**src/design/lsc_pkg.sv**
```systemverilog
`default_nettype none
package lsc_pkg;
    // ********************************************************
    // register map (byte addresses, one aligned word each)
    // ********************************************************
    localparam int LSC_ADDR_W = 4;
    localparam logic [LSC_ADDR_W-1:0] LSC_OFS_SLOW_CTRL = 4'h0;
    localparam logic [LSC_ADDR_W-1:0] LSC_OFS_MODE_CTRL = 4'h4;

    // ********************************************************
    // fields and reset values
    // ********************************************************
    localparam logic [7:0] LSC_SLOW_CTRL_RST = 8'h2A;
    localparam logic [7:0] LSC_MODE_CTRL_RST = 8'h03;
    localparam int LSC_LP_BIT = 7;
    localparam int LSC_DIV_LSB = 5;
    localparam int LSC_READY_BIT = 3;
    localparam int LSC_FAST_RDY_BIT = 2;
    localparam int LSC_IDLE_BIT = 1;
    localparam int LSC_DIRECT_BIT = 0;
    localparam logic [6:0] LSC_CODE_RC = 7'h2A;
    localparam logic [6:0] LSC_CODE_XT = 7'h55;
    localparam logic [1:0] LSC_RESP_OKAY = 2'h0;
    localparam logic [1:0] LSC_RESP_SLVERR = 2'h2;

    // ********************************************************
    // start-up counts, in cycles of the selected slow source
    // ********************************************************
    localparam logic [10:0] LSC_XT_READY_TICKS = 11'h400;
    localparam logic [10:0] LSC_RC_READY_TICKS = 11'h002;

    typedef enum logic [1:0] {LSC_SRC_SLOW, LSC_SRC_DIV, LSC_SRC_FAST} lsc_src_e;
    typedef enum logic {LSC_SW_RUN, LSC_SW_DRAIN} lsc_sw_e;
endpackage
`default_nettype wire

```
**src/design/lsc_div_if.sv**
```systemverilog
`default_nettype none
interface lsc_div_if;
    logic fast_tick;
    logic clear;
    logic [5:0] div_tick;
    modport src(input fast_tick, input clear, output div_tick);
    modport user(output fast_tick, output clear, input div_tick);
endinterface
`default_nettype wire

```
**src/design/lsc_clock_select.sv**
```systemverilog
// The implementer's own choices: the AXI4-Lite register port and the register offsets.
`default_nettype none
// Contract
// RL1: slow source code 0101010 picks RC, 1010101 picks crystal, others request reset.
// RL2: bit 7 of slow control sets crystal quick-start (0) or low-power (1).
// RL3: crystal low-power bit is cleared by reset, crystal starts quick.
// RL4: low-power crystal keeps running normally, only its start-up is slower.
// RL5: software should set low-power about two seconds after power-on.
// RL6: crystal start-up delay elapses before it counts as a usable clock.
// RL7: crystal pins are freed for general use when crystal is not selected.
// RL8: system clock picks fast or slow via direct-fast and divider bits.
// RL9: fast clock comes from external crystal or internal RC high oscillator.
// RL10: slow clock comes from crystal or RC low oscillator per source code.
// RL11: divided fast options range from fast/2 down to fast/64.
// RL12: moving the system clock to slow stops the high-speed oscillator.
// RL13: halt stops system clock; slow clock may keep running for timers. Here idle_keep_sysclk high keeps the system clock running in halt.
// RL14: divider 000/001 slow, 010..111 give fast/64,/32,/16,/8,/4,/2.
// RL15: direct-fast 1 uses undivided fast clock, 0 uses divider selection.
// RL16: ready flag rises 1024 crystal cycles or 2 RC cycles after wake.
// RL17: system clock source switches without truncated pulses or glitches.
module lsc_clock_select
    import lsc_pkg::*;
(
    input wire logic aclk,
    input wire logic aresetn,
    input wire logic [LSC_ADDR_W-1:0] s_axi_awaddr,
    input wire logic [2:0] s_axi_awprot,
    input wire logic s_axi_awvalid,
    output logic s_axi_awready,
    input wire logic [31:0] s_axi_wdata,
    input wire logic [3:0] s_axi_wstrb,
    input wire logic s_axi_wvalid,
    output logic s_axi_wready,
    output logic [1:0] s_axi_bresp,
    output logic s_axi_bvalid,
    input wire logic s_axi_bready,
    input wire logic [LSC_ADDR_W-1:0] s_axi_araddr,
    input wire logic [2:0] s_axi_arprot,
    input wire logic s_axi_arvalid,
    output logic s_axi_arready,
    output logic [31:0] s_axi_rdata,
    output logic [1:0] s_axi_rresp,
    output logic s_axi_rvalid,
    input wire logic s_axi_rready,
    input wire logic ext_low_crystal_osc,
    input wire logic int_low_rc_osc,
    input wire logic ext_high_crystal_osc,
    input wire logic int_high_rc_osc,
    input wire logic fast_from_crystal,
    input wire logic cpu_halt,
    input wire logic idle_keep_sysclk,
    input wire logic slow_stop,
    input wire logic wake,
    output logic system_clock,
    output logic slow_clock,
    output logic fast_osc_enable,
    output logic crystal_low_power_bit,
    output logic low_crystal_pins_osc,
    output logic idle_enable,
    output logic low_osc_ready_flag,
    output logic mcu_reset_req
);
    // ********************************************************
    // decode helpers
    // ********************************************************
    function automatic lsc_src_e src_of(input logic [3:0] sel);
        if (sel[3]) begin
            return LSC_SRC_FAST; // see RL15
        end else if (sel[2:1] == 2'h0) begin
            return LSC_SRC_SLOW; // see RL14
        end else begin
            return LSC_SRC_DIV;
        end
    endfunction

    // sel = {direct_fast_select, system_clock_divider_select}
    function automatic logic pulse_of(input logic [3:0] sel, input logic fast,
                                      input logic [5:0] taps, input logic slow);
        logic [2:0] idx;
        idx = 3'h7 - sel[2:0];
        unique case (src_of(sel))
            LSC_SRC_FAST: return fast;
            LSC_SRC_SLOW: return slow;
            LSC_SRC_DIV: return taps[idx]; // see RL14
        endcase
    endfunction

    function automatic logic code_ok(input logic [6:0] code);
        return (code == LSC_CODE_RC) || (code == LSC_CODE_XT);
    endfunction

    // ********************************************************
    // registers and AXI4-Lite slave
    // ********************************************************
    logic [7:0] slow_ctrl_ff;
    logic [7:0] mode_ctrl_ff;
    logic aw_held_ff;
    logic w_held_ff;
    logic [LSC_ADDR_W-1:0] aw_addr_ff;
    logic [31:0] w_data_ff;
    logic [3:0] w_strb_ff;
    logic bvalid_ff;
    logic [1:0] bresp_ff;
    logic rvalid_ff;
    logic [31:0] rdata_ff;
    logic [1:0] rresp_ff;
    logic wr_go;
    logic wr_slow;
    logic wr_mode;
    logic ready_ff;
    logic fast_on_ff;

    assign s_axi_awready = !aw_held_ff;
    assign s_axi_wready = !w_held_ff;
    assign s_axi_bvalid = bvalid_ff;
    assign s_axi_bresp = bresp_ff;
    assign s_axi_arready = !rvalid_ff;
    assign s_axi_rvalid = rvalid_ff;
    assign s_axi_rdata = rdata_ff;
    assign s_axi_rresp = rresp_ff;

    // address and data are taken in either order, the write happens once both are in
    assign wr_go = aw_held_ff && w_held_ff && !bvalid_ff;
    assign wr_slow = wr_go && aw_addr_ff == LSC_OFS_SLOW_CTRL && w_strb_ff[0];
    assign wr_mode = wr_go && aw_addr_ff == LSC_OFS_MODE_CTRL && w_strb_ff[0];

    always_ff @(posedge aclk) begin
        if (!aresetn) begin
            aw_held_ff <= 1'b0;
            aw_addr_ff <= '0;
        end else if (s_axi_awvalid && !aw_held_ff) begin
            aw_held_ff <= 1'b1;
            aw_addr_ff <= s_axi_awaddr;
        end else if (wr_go) begin
            aw_held_ff <= 1'b0;
        end
    end

    always_ff @(posedge aclk) begin
        if (!aresetn) begin
            w_held_ff <= 1'b0;
            w_data_ff <= 32'h0000_0000;
            w_strb_ff <= 4'h0;
        end else if (s_axi_wvalid && !w_held_ff) begin
            w_held_ff <= 1'b1;
            w_data_ff <= s_axi_wdata;
            w_strb_ff <= s_axi_wstrb;
        end else if (wr_go) begin
            w_held_ff <= 1'b0;
        end
    end

    always_ff @(posedge aclk) begin
        if (!aresetn) begin
            bvalid_ff <= 1'b0;
            bresp_ff <= LSC_RESP_OKAY;
        end else if (wr_go) begin
            bvalid_ff <= 1'b1;
            bresp_ff <= (aw_addr_ff == LSC_OFS_SLOW_CTRL || aw_addr_ff == LSC_OFS_MODE_CTRL)
                        ? LSC_RESP_OKAY : LSC_RESP_SLVERR;
        end else if (s_axi_bready) begin
            bvalid_ff <= 1'b0;
        end
    end

    // reset leaves the crystal in quick-start mode
    always_ff @(posedge aclk) begin
        if (!aresetn) begin
            slow_ctrl_ff <= LSC_SLOW_CTRL_RST; // see RL3
        end else if (wr_slow) begin
            slow_ctrl_ff <= w_data_ff[7:0]; // see RL2
        end
    end

    // only divider, idle and direct bits are writable; flags are live state
    always_ff @(posedge aclk) begin
        if (!aresetn) begin
            mode_ctrl_ff <= LSC_MODE_CTRL_RST;
        end else if (wr_mode) begin
            mode_ctrl_ff <= {w_data_ff[7:5], 3'h0, w_data_ff[1:0]};
        end
    end

    always_ff @(posedge aclk) begin
        if (!aresetn) begin
            rvalid_ff <= 1'b0;
            rdata_ff <= 32'h0000_0000;
            rresp_ff <= LSC_RESP_OKAY;
        end else if (s_axi_arvalid && !rvalid_ff) begin
            rvalid_ff <= 1'b1;
            rresp_ff <= LSC_RESP_OKAY;
            rdata_ff <= 32'h0000_0000;
            if (s_axi_araddr == LSC_OFS_SLOW_CTRL) begin
                rdata_ff[7:0] <= slow_ctrl_ff;
            end else if (s_axi_araddr == LSC_OFS_MODE_CTRL) begin
                rdata_ff[7:0] <= {mode_ctrl_ff[7:5], 1'b0, ready_ff, fast_on_ff,
                                  mode_ctrl_ff[1:0]};
            end else begin
                rresp_ff <= LSC_RESP_SLVERR;
            end
        end else if (s_axi_rready) begin
            rvalid_ff <= 1'b0;
        end
    end

    // ********************************************************
    // slow clock source and start-up
    // ********************************************************
    logic use_xt;
    logic slow_raw;
    logic [10:0] ready_cnt_ff;
    logic [10:0] ready_target;
    logic prev_xt_ff;

    assign use_xt = slow_ctrl_ff[6:0] == LSC_CODE_XT;
    assign slow_raw = (use_xt ? ext_low_crystal_osc : int_low_rc_osc) && !slow_stop; // see RL10
    assign ready_target = use_xt ? LSC_XT_READY_TICKS : LSC_RC_READY_TICKS;
    assign low_crystal_pins_osc = use_xt; // see RL7
    // low-power changes only crystal bias; clocking logic treats both modes alike
    assign crystal_low_power_bit = slow_ctrl_ff[LSC_LP_BIT]; // see RL2, RL4
    assign low_osc_ready_flag = ready_ff;
    assign idle_enable = mode_ctrl_ff[LSC_IDLE_BIT];
    assign slow_clock = slow_raw && ready_ff; // see RL6

    always_ff @(posedge aclk) begin
        if (!aresetn) begin
            prev_xt_ff <= 1'b0;
        end else begin
            prev_xt_ff <= use_xt;
        end
    end

    // a source change restarts start-up, the new oscillator is not yet proven
    always_ff @(posedge aclk) begin
        if (!aresetn || wake || slow_stop || prev_xt_ff != use_xt) begin
            ready_cnt_ff <= 11'h000;
            ready_ff <= 1'b0;
        end else if (slow_raw && !ready_ff) begin
            if (ready_cnt_ff == ready_target - 11'h001) begin
                ready_ff <= 1'b1; // see RL16
            end else begin
                ready_cnt_ff <= ready_cnt_ff + 11'h001;
            end
        end
    end

    always_ff @(posedge aclk) begin
        if (!aresetn) begin
            mcu_reset_req <= 1'b0;
        end else begin
            mcu_reset_req <= !code_ok(slow_ctrl_ff[6:0]); // see RL1
        end
    end

    // ********************************************************
    // fast clock and system clock switch
    // ********************************************************
    lsc_div_if div_bus();
    lsc_sw_e sw_ff;
    logic [3:0] active_sel_ff;
    logic [3:0] pend_sel;
    logic sys_gate;
    logic fast_tick;
    logic old_pulse;
    logic nxt_fast_on;

    assign pend_sel = {mode_ctrl_ff[LSC_DIRECT_BIT], mode_ctrl_ff[7:LSC_DIV_LSB]}; // see RL8
    assign sys_gate = cpu_halt && !idle_keep_sysclk; // see RL13
    assign fast_tick = (fast_from_crystal ? ext_high_crystal_osc : int_high_rc_osc)
                       && fast_on_ff; // see RL9
    assign div_bus.fast_tick = fast_tick;
    assign old_pulse = pulse_of(active_sel_ff, fast_tick, div_bus.div_tick, slow_clock);
    assign system_clock = old_pulse && !sys_gate; // see RL13
    assign fast_osc_enable = fast_on_ff;
    // restart the prescaler on the hand-over so the first divided period is whole
    assign div_bus.clear = sw_ff == LSC_SW_DRAIN && (old_pulse || sys_gate);

    lsc_fast_div u_div (
        .aclk(aclk),
        .aresetn(aresetn),
        .div(div_bus)
    );

    // hand over only right after a pulse of the old source or while halt gates the system clock; no short period results
    always_ff @(posedge aclk) begin
        if (!aresetn) begin
            sw_ff <= LSC_SW_RUN;
            active_sel_ff <= {LSC_MODE_CTRL_RST[LSC_DIRECT_BIT], LSC_MODE_CTRL_RST[7:5]};
        end else begin
            unique case (sw_ff)
                LSC_SW_RUN: begin
                    if (pend_sel != active_sel_ff) begin
                        sw_ff <= LSC_SW_DRAIN;
                    end
                end
                LSC_SW_DRAIN: begin
                    if (old_pulse || sys_gate) begin
                        active_sel_ff <= pend_sel; // see RL17
                        sw_ff <= LSC_SW_RUN;
                    end
                end
            endcase
        end
    end

    // fast oscillator runs while the active or pending choice needs it and halt does not gate the system clock
    always_comb begin
        nxt_fast_on = (src_of(active_sel_ff) != LSC_SRC_SLOW
                       || src_of(pend_sel) != LSC_SRC_SLOW) && !sys_gate; // see RL12
    end

    always_ff @(posedge aclk) begin
        if (!aresetn) begin
            fast_on_ff <= 1'b1;
        end else begin
            fast_on_ff <= nxt_fast_on;
        end
    end
endmodule
`default_nettype wire

```
**src/design/lsc_fast_div.sv**
```systemverilog
`default_nettype none
// ********************************************************
// fast clock prescaler: div_tick[k] marks every 2^(k+1)-th fast tick
// ********************************************************
module lsc_fast_div
    import lsc_pkg::*;
(
    input wire logic aclk,
    input wire logic aresetn,
    lsc_div_if.src div
);
    logic [5:0] cnt_ff;

    // clear restarts every phase so a newly chosen ratio gets a full first period
    always_ff @(posedge aclk) begin
        if (!aresetn || div.clear) begin
            cnt_ff <= 6'h00;
        end else if (div.fast_tick) begin
            cnt_ff <= cnt_ff + 6'h01;
        end
    end

    genvar k;
    generate
        for (k = 0; k < 6; k++) begin : g_tap
            assign div.div_tick[k] = div.fast_tick && (&cnt_ff[k:0]); // see RL11
        end
    endgenerate
endmodule
`default_nettype wire

```
**config.mk**
```make
export PLATFORM = sky130hd
export DESIGN_NAME = lsc_clock_select
export DESIGN_NICKNAME = d
export VERILOG_FILES = /design/src/design/lsc_pkg.sv /design/src/design/lsc_div_if.sv /design/src/design/lsc_clock_select.sv /design/src/design/lsc_fast_div.sv
export SDC_FILE = /design/constraint.sdc
export NUM_CORES = 1
export LEC_CHECK = 0
export ABC_AREA = 1
export BUFFER_PORTS_ARGS = -buffer_cell sky130_fd_sc_hd__buf_2
export CAP_MARGIN = 20
export CORE_MARGIN = 4
export CORE_UTILIZATION = 40
export DETAILED_ROUTE_END_ITERATION = 8
export GPL_TIMING_DRIVEN = 1
export PLACE_DENSITY = 0.65
export SYNTH_ARGS = -nofsm -noshare
export SYNTH_HDL_FRONTEND = slang
export SYNTH_SLANG_ARGS = --single-unit
```
**constraint.sdc**
```tcl
create_clock -name aclk -period 1.6 [get_ports aclk]
set_input_delay 0.16 -clock aclk [delete_from_list [all_inputs] [get_ports aclk]]
set_output_delay 0.16 -clock aclk [all_outputs]
set_load 0.01 [all_outputs]
```
Word level (Yosys, flattened, before mapping) --
Index checks and enable logic that the tools add are counted.
Storage, ports and cells: output and inout bits 49, logic and storage cells 121, flip-flop bits (word level) 68, bits of input ports 66
Operators by class: muxes and demuxes 25, equal/unequal tests 9, bitwise operators 2, order comparisons 1, $add $sub $neg 4, reduce and logical (&&, ||, !) cells 60
Operators by type and width (number):
- logical AND 1 bit | 23
- two-way mux 8 bit | 2
- two-way mux 1 bit | 14
- nonzero test 2 bit | 6
- adder 11 x 1 -> 11 bit, second input constant | 1
- equality test 11 bit | 1
- two-way mux 11 bit | 1
- subtractor 11 x 1 -> 11 bit, second input constant | 1
- zero test 1 bit | 10
- two-way mux 2 bit | 5
- equality test 4 x 3 -> 1 bit, second input constant | 2
- zero test 4 bit | 2
- logical OR 1 bit | 8
- AND reduction 2 bit | 4
- equality test 7 x 6 -> 1 bit, second input constant | 1
- equality test 7 bit, second input constant | 1
- adder 6 x 1 -> 6 bit, second input constant | 1
- zero test 2 bit | 3
- AND reduction 6 bit | 1
- AND reduction 5 bit | 1
- less-than comparator 3 x 4 -> 1 bit, second input constant | 1
- inequality test 4 bit | 1
- AND reduction 4 bit | 1
- binary-select mux 1 bit (select 3 bit) | 1
- 8 further kinds | 9

Logic depth before layout (Yosys ltp) --
word-level depth 9, gate-level depth with buffers 15, mapped depth without buffers 15

Modules after synthesis --
A second synthesis with hierarchy kept.
Second synthesis, totals: cells, all modules 459, area, all modules 3337.0 µm²
Modules (own cells, without submodules):
- lsc_clock_select | cells each 408, area each 2979.1 µm², times used 1, seq. area each 1201.2 µm²
- lsc_fast_div | cells each 51, area each 357.8 µm², times used 1, seq. area each 120.1 µm²

Worst setup path before layout --
Ideal clock, no wire load.
kind register -> register, start reg u_div.cnt_ff[0], end reg sw_ff, required time 1.536 ns, buffers on the path 0, cell stages (with the launch flop) 16, clock period less this slack 1.628 ns, arrival 1.564 ns, setup time 0.064 ns, slack -0.028 ns, cells stage by stage dfxtp_1 > ha_1 > nand3_1 > inv_1 > ha_1 > nand2_1 > o21ai_0 > nand2_1 > nand2_1 > nand2_1 > nand2_1 > nand2_1 > nand3_2 > nand2_2 > nand2_2 > nor2_1
On the way: word-level cells in the longest chain between the ends 8, elaborated cells on any way between the ends 17, classes of those cells 5 x mux; 12 x reduce/logical
RTL lines:
- from (decl) | RTL line lsc_fast_div.sv:12 | logic [5:0] cnt_ff;
- from (signal assigned) | RTL line lsc_fast_div.sv:19 | cnt_ff <= cnt_ff + 6'h01;
- AND reduction 6 bit (tied with other cells) | RTL line lsc_fast_div.sv:26 | assign div.div_tick[k] = div.fast_tick && (&cnt_ff[k:0]);
- logical AND 1 bit | RTL line lsc_fast_div.sv:26
- binary-select mux 1 bit (select 3 bit) * | RTL line lsc_clock_select.sv:84 | LSC_SRC_DIV: return taps[idx];
- two-way mux 1 bit (not written as such) * | RTL line lsc_clock_select.sv:84
- one-hot mux 1 bit (3 select lines) * | RTL line lsc_clock_select.sv:81 | unique case (src_of(sel))
- logical OR 1 bit * | RTL line lsc_clock_select.sv:297 | if (old_pulse || sys_gate) begin
- two-way mux 1 bit * | RTL line lsc_clock_select.sv:297
- one-hot mux 1 bit (2 select lines) * | RTL line lsc_clock_select.sv:290 | unique case (sw_ff)
- to (signal assigned) | RTL line lsc_clock_select.sv:287 | sw_ff <= LSC_SW_RUN;
- to (signal assigned) | RTL line lsc_clock_select.sv:293 | sw_ff <= LSC_SW_DRAIN;
- to (signal assigned) | RTL line lsc_clock_select.sv:299 | sw_ff <= LSC_SW_RUN;
- to (decl) | RTL line lsc_clock_select.sv:259 | lsc_sw_e sw_ff;
Mark *: on every way between the ends. The rest lies on a longest branch, timed or not. The select of a mux whose other input is x is not followed. A chain may end at the register's enable or synchronous reset.

Worst setup path in the final report --
start reg u_div.cnt_ff[0], end out system_clock
On the way: word-level cells in the longest chain between the ends 6, elaborated cells on any way between the ends 15, classes of those cells 3 x mux; 12 x reduce/logical
RTL lines:
- AND reduction 6 bit (tied with other cells) | RTL line lsc_fast_div.sv:26
- logical AND 1 bit | RTL line lsc_fast_div.sv:26
- binary-select mux 1 bit (select 3 bit) * | RTL line lsc_clock_select.sv:84
- two-way mux 1 bit (not written as such) * | RTL line lsc_clock_select.sv:84
- one-hot mux 1 bit (3 select lines) * | RTL line lsc_clock_select.sv:81
- logical AND 1 bit * | RTL line lsc_clock_select.sv:273 | assign system_clock = old_pulse && !sys_gate;
- to (decl) | RTL line lsc_clock_select.sv:54 | output logic system_clock,
Marks and branches as above.

==> summary.txt <==
Outcome
  • Status: finished, violations left
  • Failing checks: setup timing

Global route
  • Largest net degree at the start of global routing: 45
  • Global Route Usage Sum: 15.6%
  • Initial antenna violation count: 0
  • Met2 GRT Util: 25.3%
  • GRT met3 Usage: 3.64%
  • First-pass GRT wire length: 12.5 mm
  • Grt total ovfl: 0
  • Met1 track demand over resource: 19.9%
  • GRT busiest layer: met2
  • Vias in the first global route: 2755

CTS
  • Clk_lat worst skew: 0.34 ns
  • # hold bufs at CTS: 0
  • Clock sinks: 66
  • Root Driver: clkbuf_8
  • CTS Buf Count: 9
  • H-tree levels: 3
  • CTS tree: yes
  • Register clock-pin slew on the reported worst setup and hold paths: 0.07 ns
  • Clock tree buffer depth: 2

Route
  • Vias/cell: 4.79
  • Final wirelength: 8.15 mm
  • # DRC: 0
  • Initial DRT Pass Iterations: 4
  • DR iter-0 viols: 132
  • Via Count: 3075
  • Post-DRT Antenna Nets: 0
  • Wire per inst: 12.7 µm

Yosys
  • Ys Warns: 0
  • Most used DFF post-synth: dfxtp_1
  • Yosys reg bits: 66
  • Synth cell types: 38
  • Ys async rst share: 0%
  • Area contributors post-synth: dfxtp_1, nor2_1, nand2_1, buf_4, inv_1
  • Mapped Avg Cell Area: 7.40 µm²
  • Leading area contributor after synthesis: dfxtp_1
  • Synthesized area: 0.00327 mm²
  • Top-area cell type share of the netlist area: 40.4%
  • Seq/Total Area, Yosys: 40.4%
  • Number of synthesized flops with an enable pin: 0
  • Syn Inst Count: 442
  • Most frequent cells after synthesis: dfxtp_1, nor2_1, nand2_1, inv_1, o21ai_0

STA
  • Clk_skew: 0.00653 ns
  • Slew Viols, Final: 0
  • Relative slew slack: 66.5%
  • # setup viols final: 26
  • Final WS setup: -0.385 ns
  • Minimum clock period: 1.98 ns
  • Endpoints failing hold: 0
  • Pin slew with the least headroom to its limit: 0.502 ns
  • F_max: 0.504 GHz
  • RSZ-0062 raised after global routing: true
  • Fin crit share: 124%
  • Worst hold margin: 0.0394 ns

Floorplan
  • Die ar.: 0.00968 mm²
  • Die Span Y: 98.4 µm
  • Chip width: 98.4 µm
  • Core Region: 0.00785 mm²
  • Initial Utilization: 41.7%
  • Core Rows: 32
  • Top Ports: 115

Power and ir drop
  • Max rail drop VDD: 0.443 mV
  • Cell Pwr Density: 931 mW/mm²
  • Final Total Pwr: 0.00404 W
  • Leak pwr: 1.99 nW

Hold path
  • End of the worst hold path: aw_addr_ff[1]
  • Hold path depth: 3
  • Hold Crit Start: s_axi_awaddr[1]
  • Hold crit path type: in -> reg

Critical path
  • Critical Path End Type: primary output
  • Worst EP arrival: 1.82 ns
  • R2r setup slk: -0.33 ns
  • Setup CP Type: reg -> out
  • R2R depth: 13
  • Reg2reg end: u_div.cnt_ff[0]
  • Reg2reg start: u_div.cnt_ff[0]
  • CP cell instances: ha_4, buf_4, ha_1, nor2_1, nor3_1, a21oi_1, nand2_1, nand2_2, a21boi_2, buf_2
  • Critical path required time: 1.44 ns
  • CP bufs+invs: 2
  • CP Launch Type: register
  • Max Fanout on Critical Path: 2
  • Slowest stage cell, crit path: dfxtp_2
  • Delay-heaviest family, CP: flip-flops
  • Delay of the slowest critical-path stage: 0.36 ns

Placed design
  • DP Wirelength: 5.65 mm
  • Placer Congestion: 0.841
  • # placed instances: 614
  • Buffers on Ports: 55

Finish
  • Util after Layout: 55.3%
  • P&R area growth vs syn: 32.7%
  • Ratio of cells with drive above 1 in the final layout: 33.7%
  • Layout Cells excl Fill: 642
  • Antenna fix cells: 0
  • Nets: 606

Job
  • Number of max-cap violations: 0
stage by stage:
step           setup TNS [ns]  setup WS, ns  area (µm²)
6_report                -4.91        -0.385        4340
3_5_place_dp            -1.91        -0.199        3720
5_1_grt                 -7.62        -0.488        4340
3_3_place_gp            -1.18        -0.127        3720
4_1_cts                 -3.20        -0.377        4040
2_1_floorplan               0       0.00640        3370
how the worst max path moves through the flow:
stage,end,from,slack (ns),cells past startpoint
global placement,u_div.cnt_ff[4],u_div.cnt_ff[0],-0.13,15
detailed placement,u_div.cnt_ff[0],u_div.cnt_ff[0],-0.20,15
finish,system_clock,u_div.cnt_ff[0],-0.38,10
floorplan,sw_ff,u_div.cnt_ff[0],0.006,15
global route,system_clock,u_div.cnt_ff[0],-0.49,10
CTS,system_clock,u_div.cnt_ff[1],-0.38,13
per-layer routing:
metal  vias to the layer above  wire length, µm
met5                         -                0
met4                         0              165
met1                      1371             3540
met3                        16              558
li1                       1585                -
met2                       103             3890
logic make-up after synthesis:
logic type / count (synthesis) / synth area share [%]
buf+inv: 97 / 14.5
mux: 1 / 0.306
flops: 66 / 40.4
simple gates: 185 / 26.9
fa+ha+maj: 4 / 1.53
other cells: 1 / 0.115
compound gates: 76 / 13.0
xor+xnor: 12 / 3.21
sequential cells by signal, summed over array words and instances, names as in the netlist:
| name | flops |
|---|---|
| mcu_reset_req | 1 |
| slow_ctrl_ff | 8 |
| s_axi_bresp | 1 |
| aw_addr_ff | 4 |
| sw_ff | 1 |
| active_sel_ff | 4 |
| w_strb_ff | 1 |
| s_axi_bvalid | 1 |
| fast_osc_enable | 1 |
| low_osc_ready_flag | 1 |
| prev_xt_ff | 1 |
| s_axi_rdata | 8 |
| w_held_ff | 1 |
| ready_cnt_ff | 11 |
| aw_held_ff | 1 |
| mode_ctrl_ff | 5 |
| w_data_ff | 8 |
| u_div.cnt_ff | 6 |
| s_axi_rresp | 1 |
| s_axi_rvalid | 1 |
repair_timing:
action                                  CTS  global route
endpoints found under the setup margin   13            32
cloned                                    0             1
pin swaps                                10            21
setup buffers                             5             8
resized for setup                        21            64
layout by cell type (no fill, tap or decap), types with 5 or more instances in the layout:
cell | Yosys | final
nor2_1 | 66 | 60
dfxtp_1 | 66 | 59
buf_2 | 3 | 53
nand2_1 | 58 | 52
inv_1 | 52 | 50
buf_4 | 26 | 28
o21ai_0 | 31 | 27
conb_1 | 1 | 26
a21oi_1 | 27 | 18
nand3_2 | 2 | 14
nand3_1 | 27 | 12
clkbuf_8 | 0 | 12
buf_6 | 1 | 12
xor2_1 | 11 | 11
a21oi_2 | 0 | 9
nand2_2 | 5 | 8
o221ai_1 | 8 | 8
nor4_1 | 7 | 7
dfxtp_2 | 0 | 7
inv_2 | 5 | 6
nand2_4 | 2 | 5
nor3_1 | 5 | 5
nand4_1 | 5 | 5
o21ai_1 | 4 | 5
report_power, final:
group	total [W]	switching, W	internal, W
registers	0.00188	0.000126	0.00176
clock network	0.00144	0.000605	0.000838
logic	0.000714	0.000419	0.000295
cell type report:
type / instances / area [µm²]
inverters: 61 / 234
well taps: 102 / 128
flip-flops and latches: 66 / 1330
clock inverters: 2 / 35.0
clock buffers: 13 / 169
fillers: 751 / 3510
repair buffers: 93 / 611
multi-input cells: 305 / 1830
tightest hold or removal path, cell delays in order:
cell and delay (ns):
buf_2 0.07, nor2_1 0.03, nor2_1 0.08
Power figures use the tool's default switching activity.
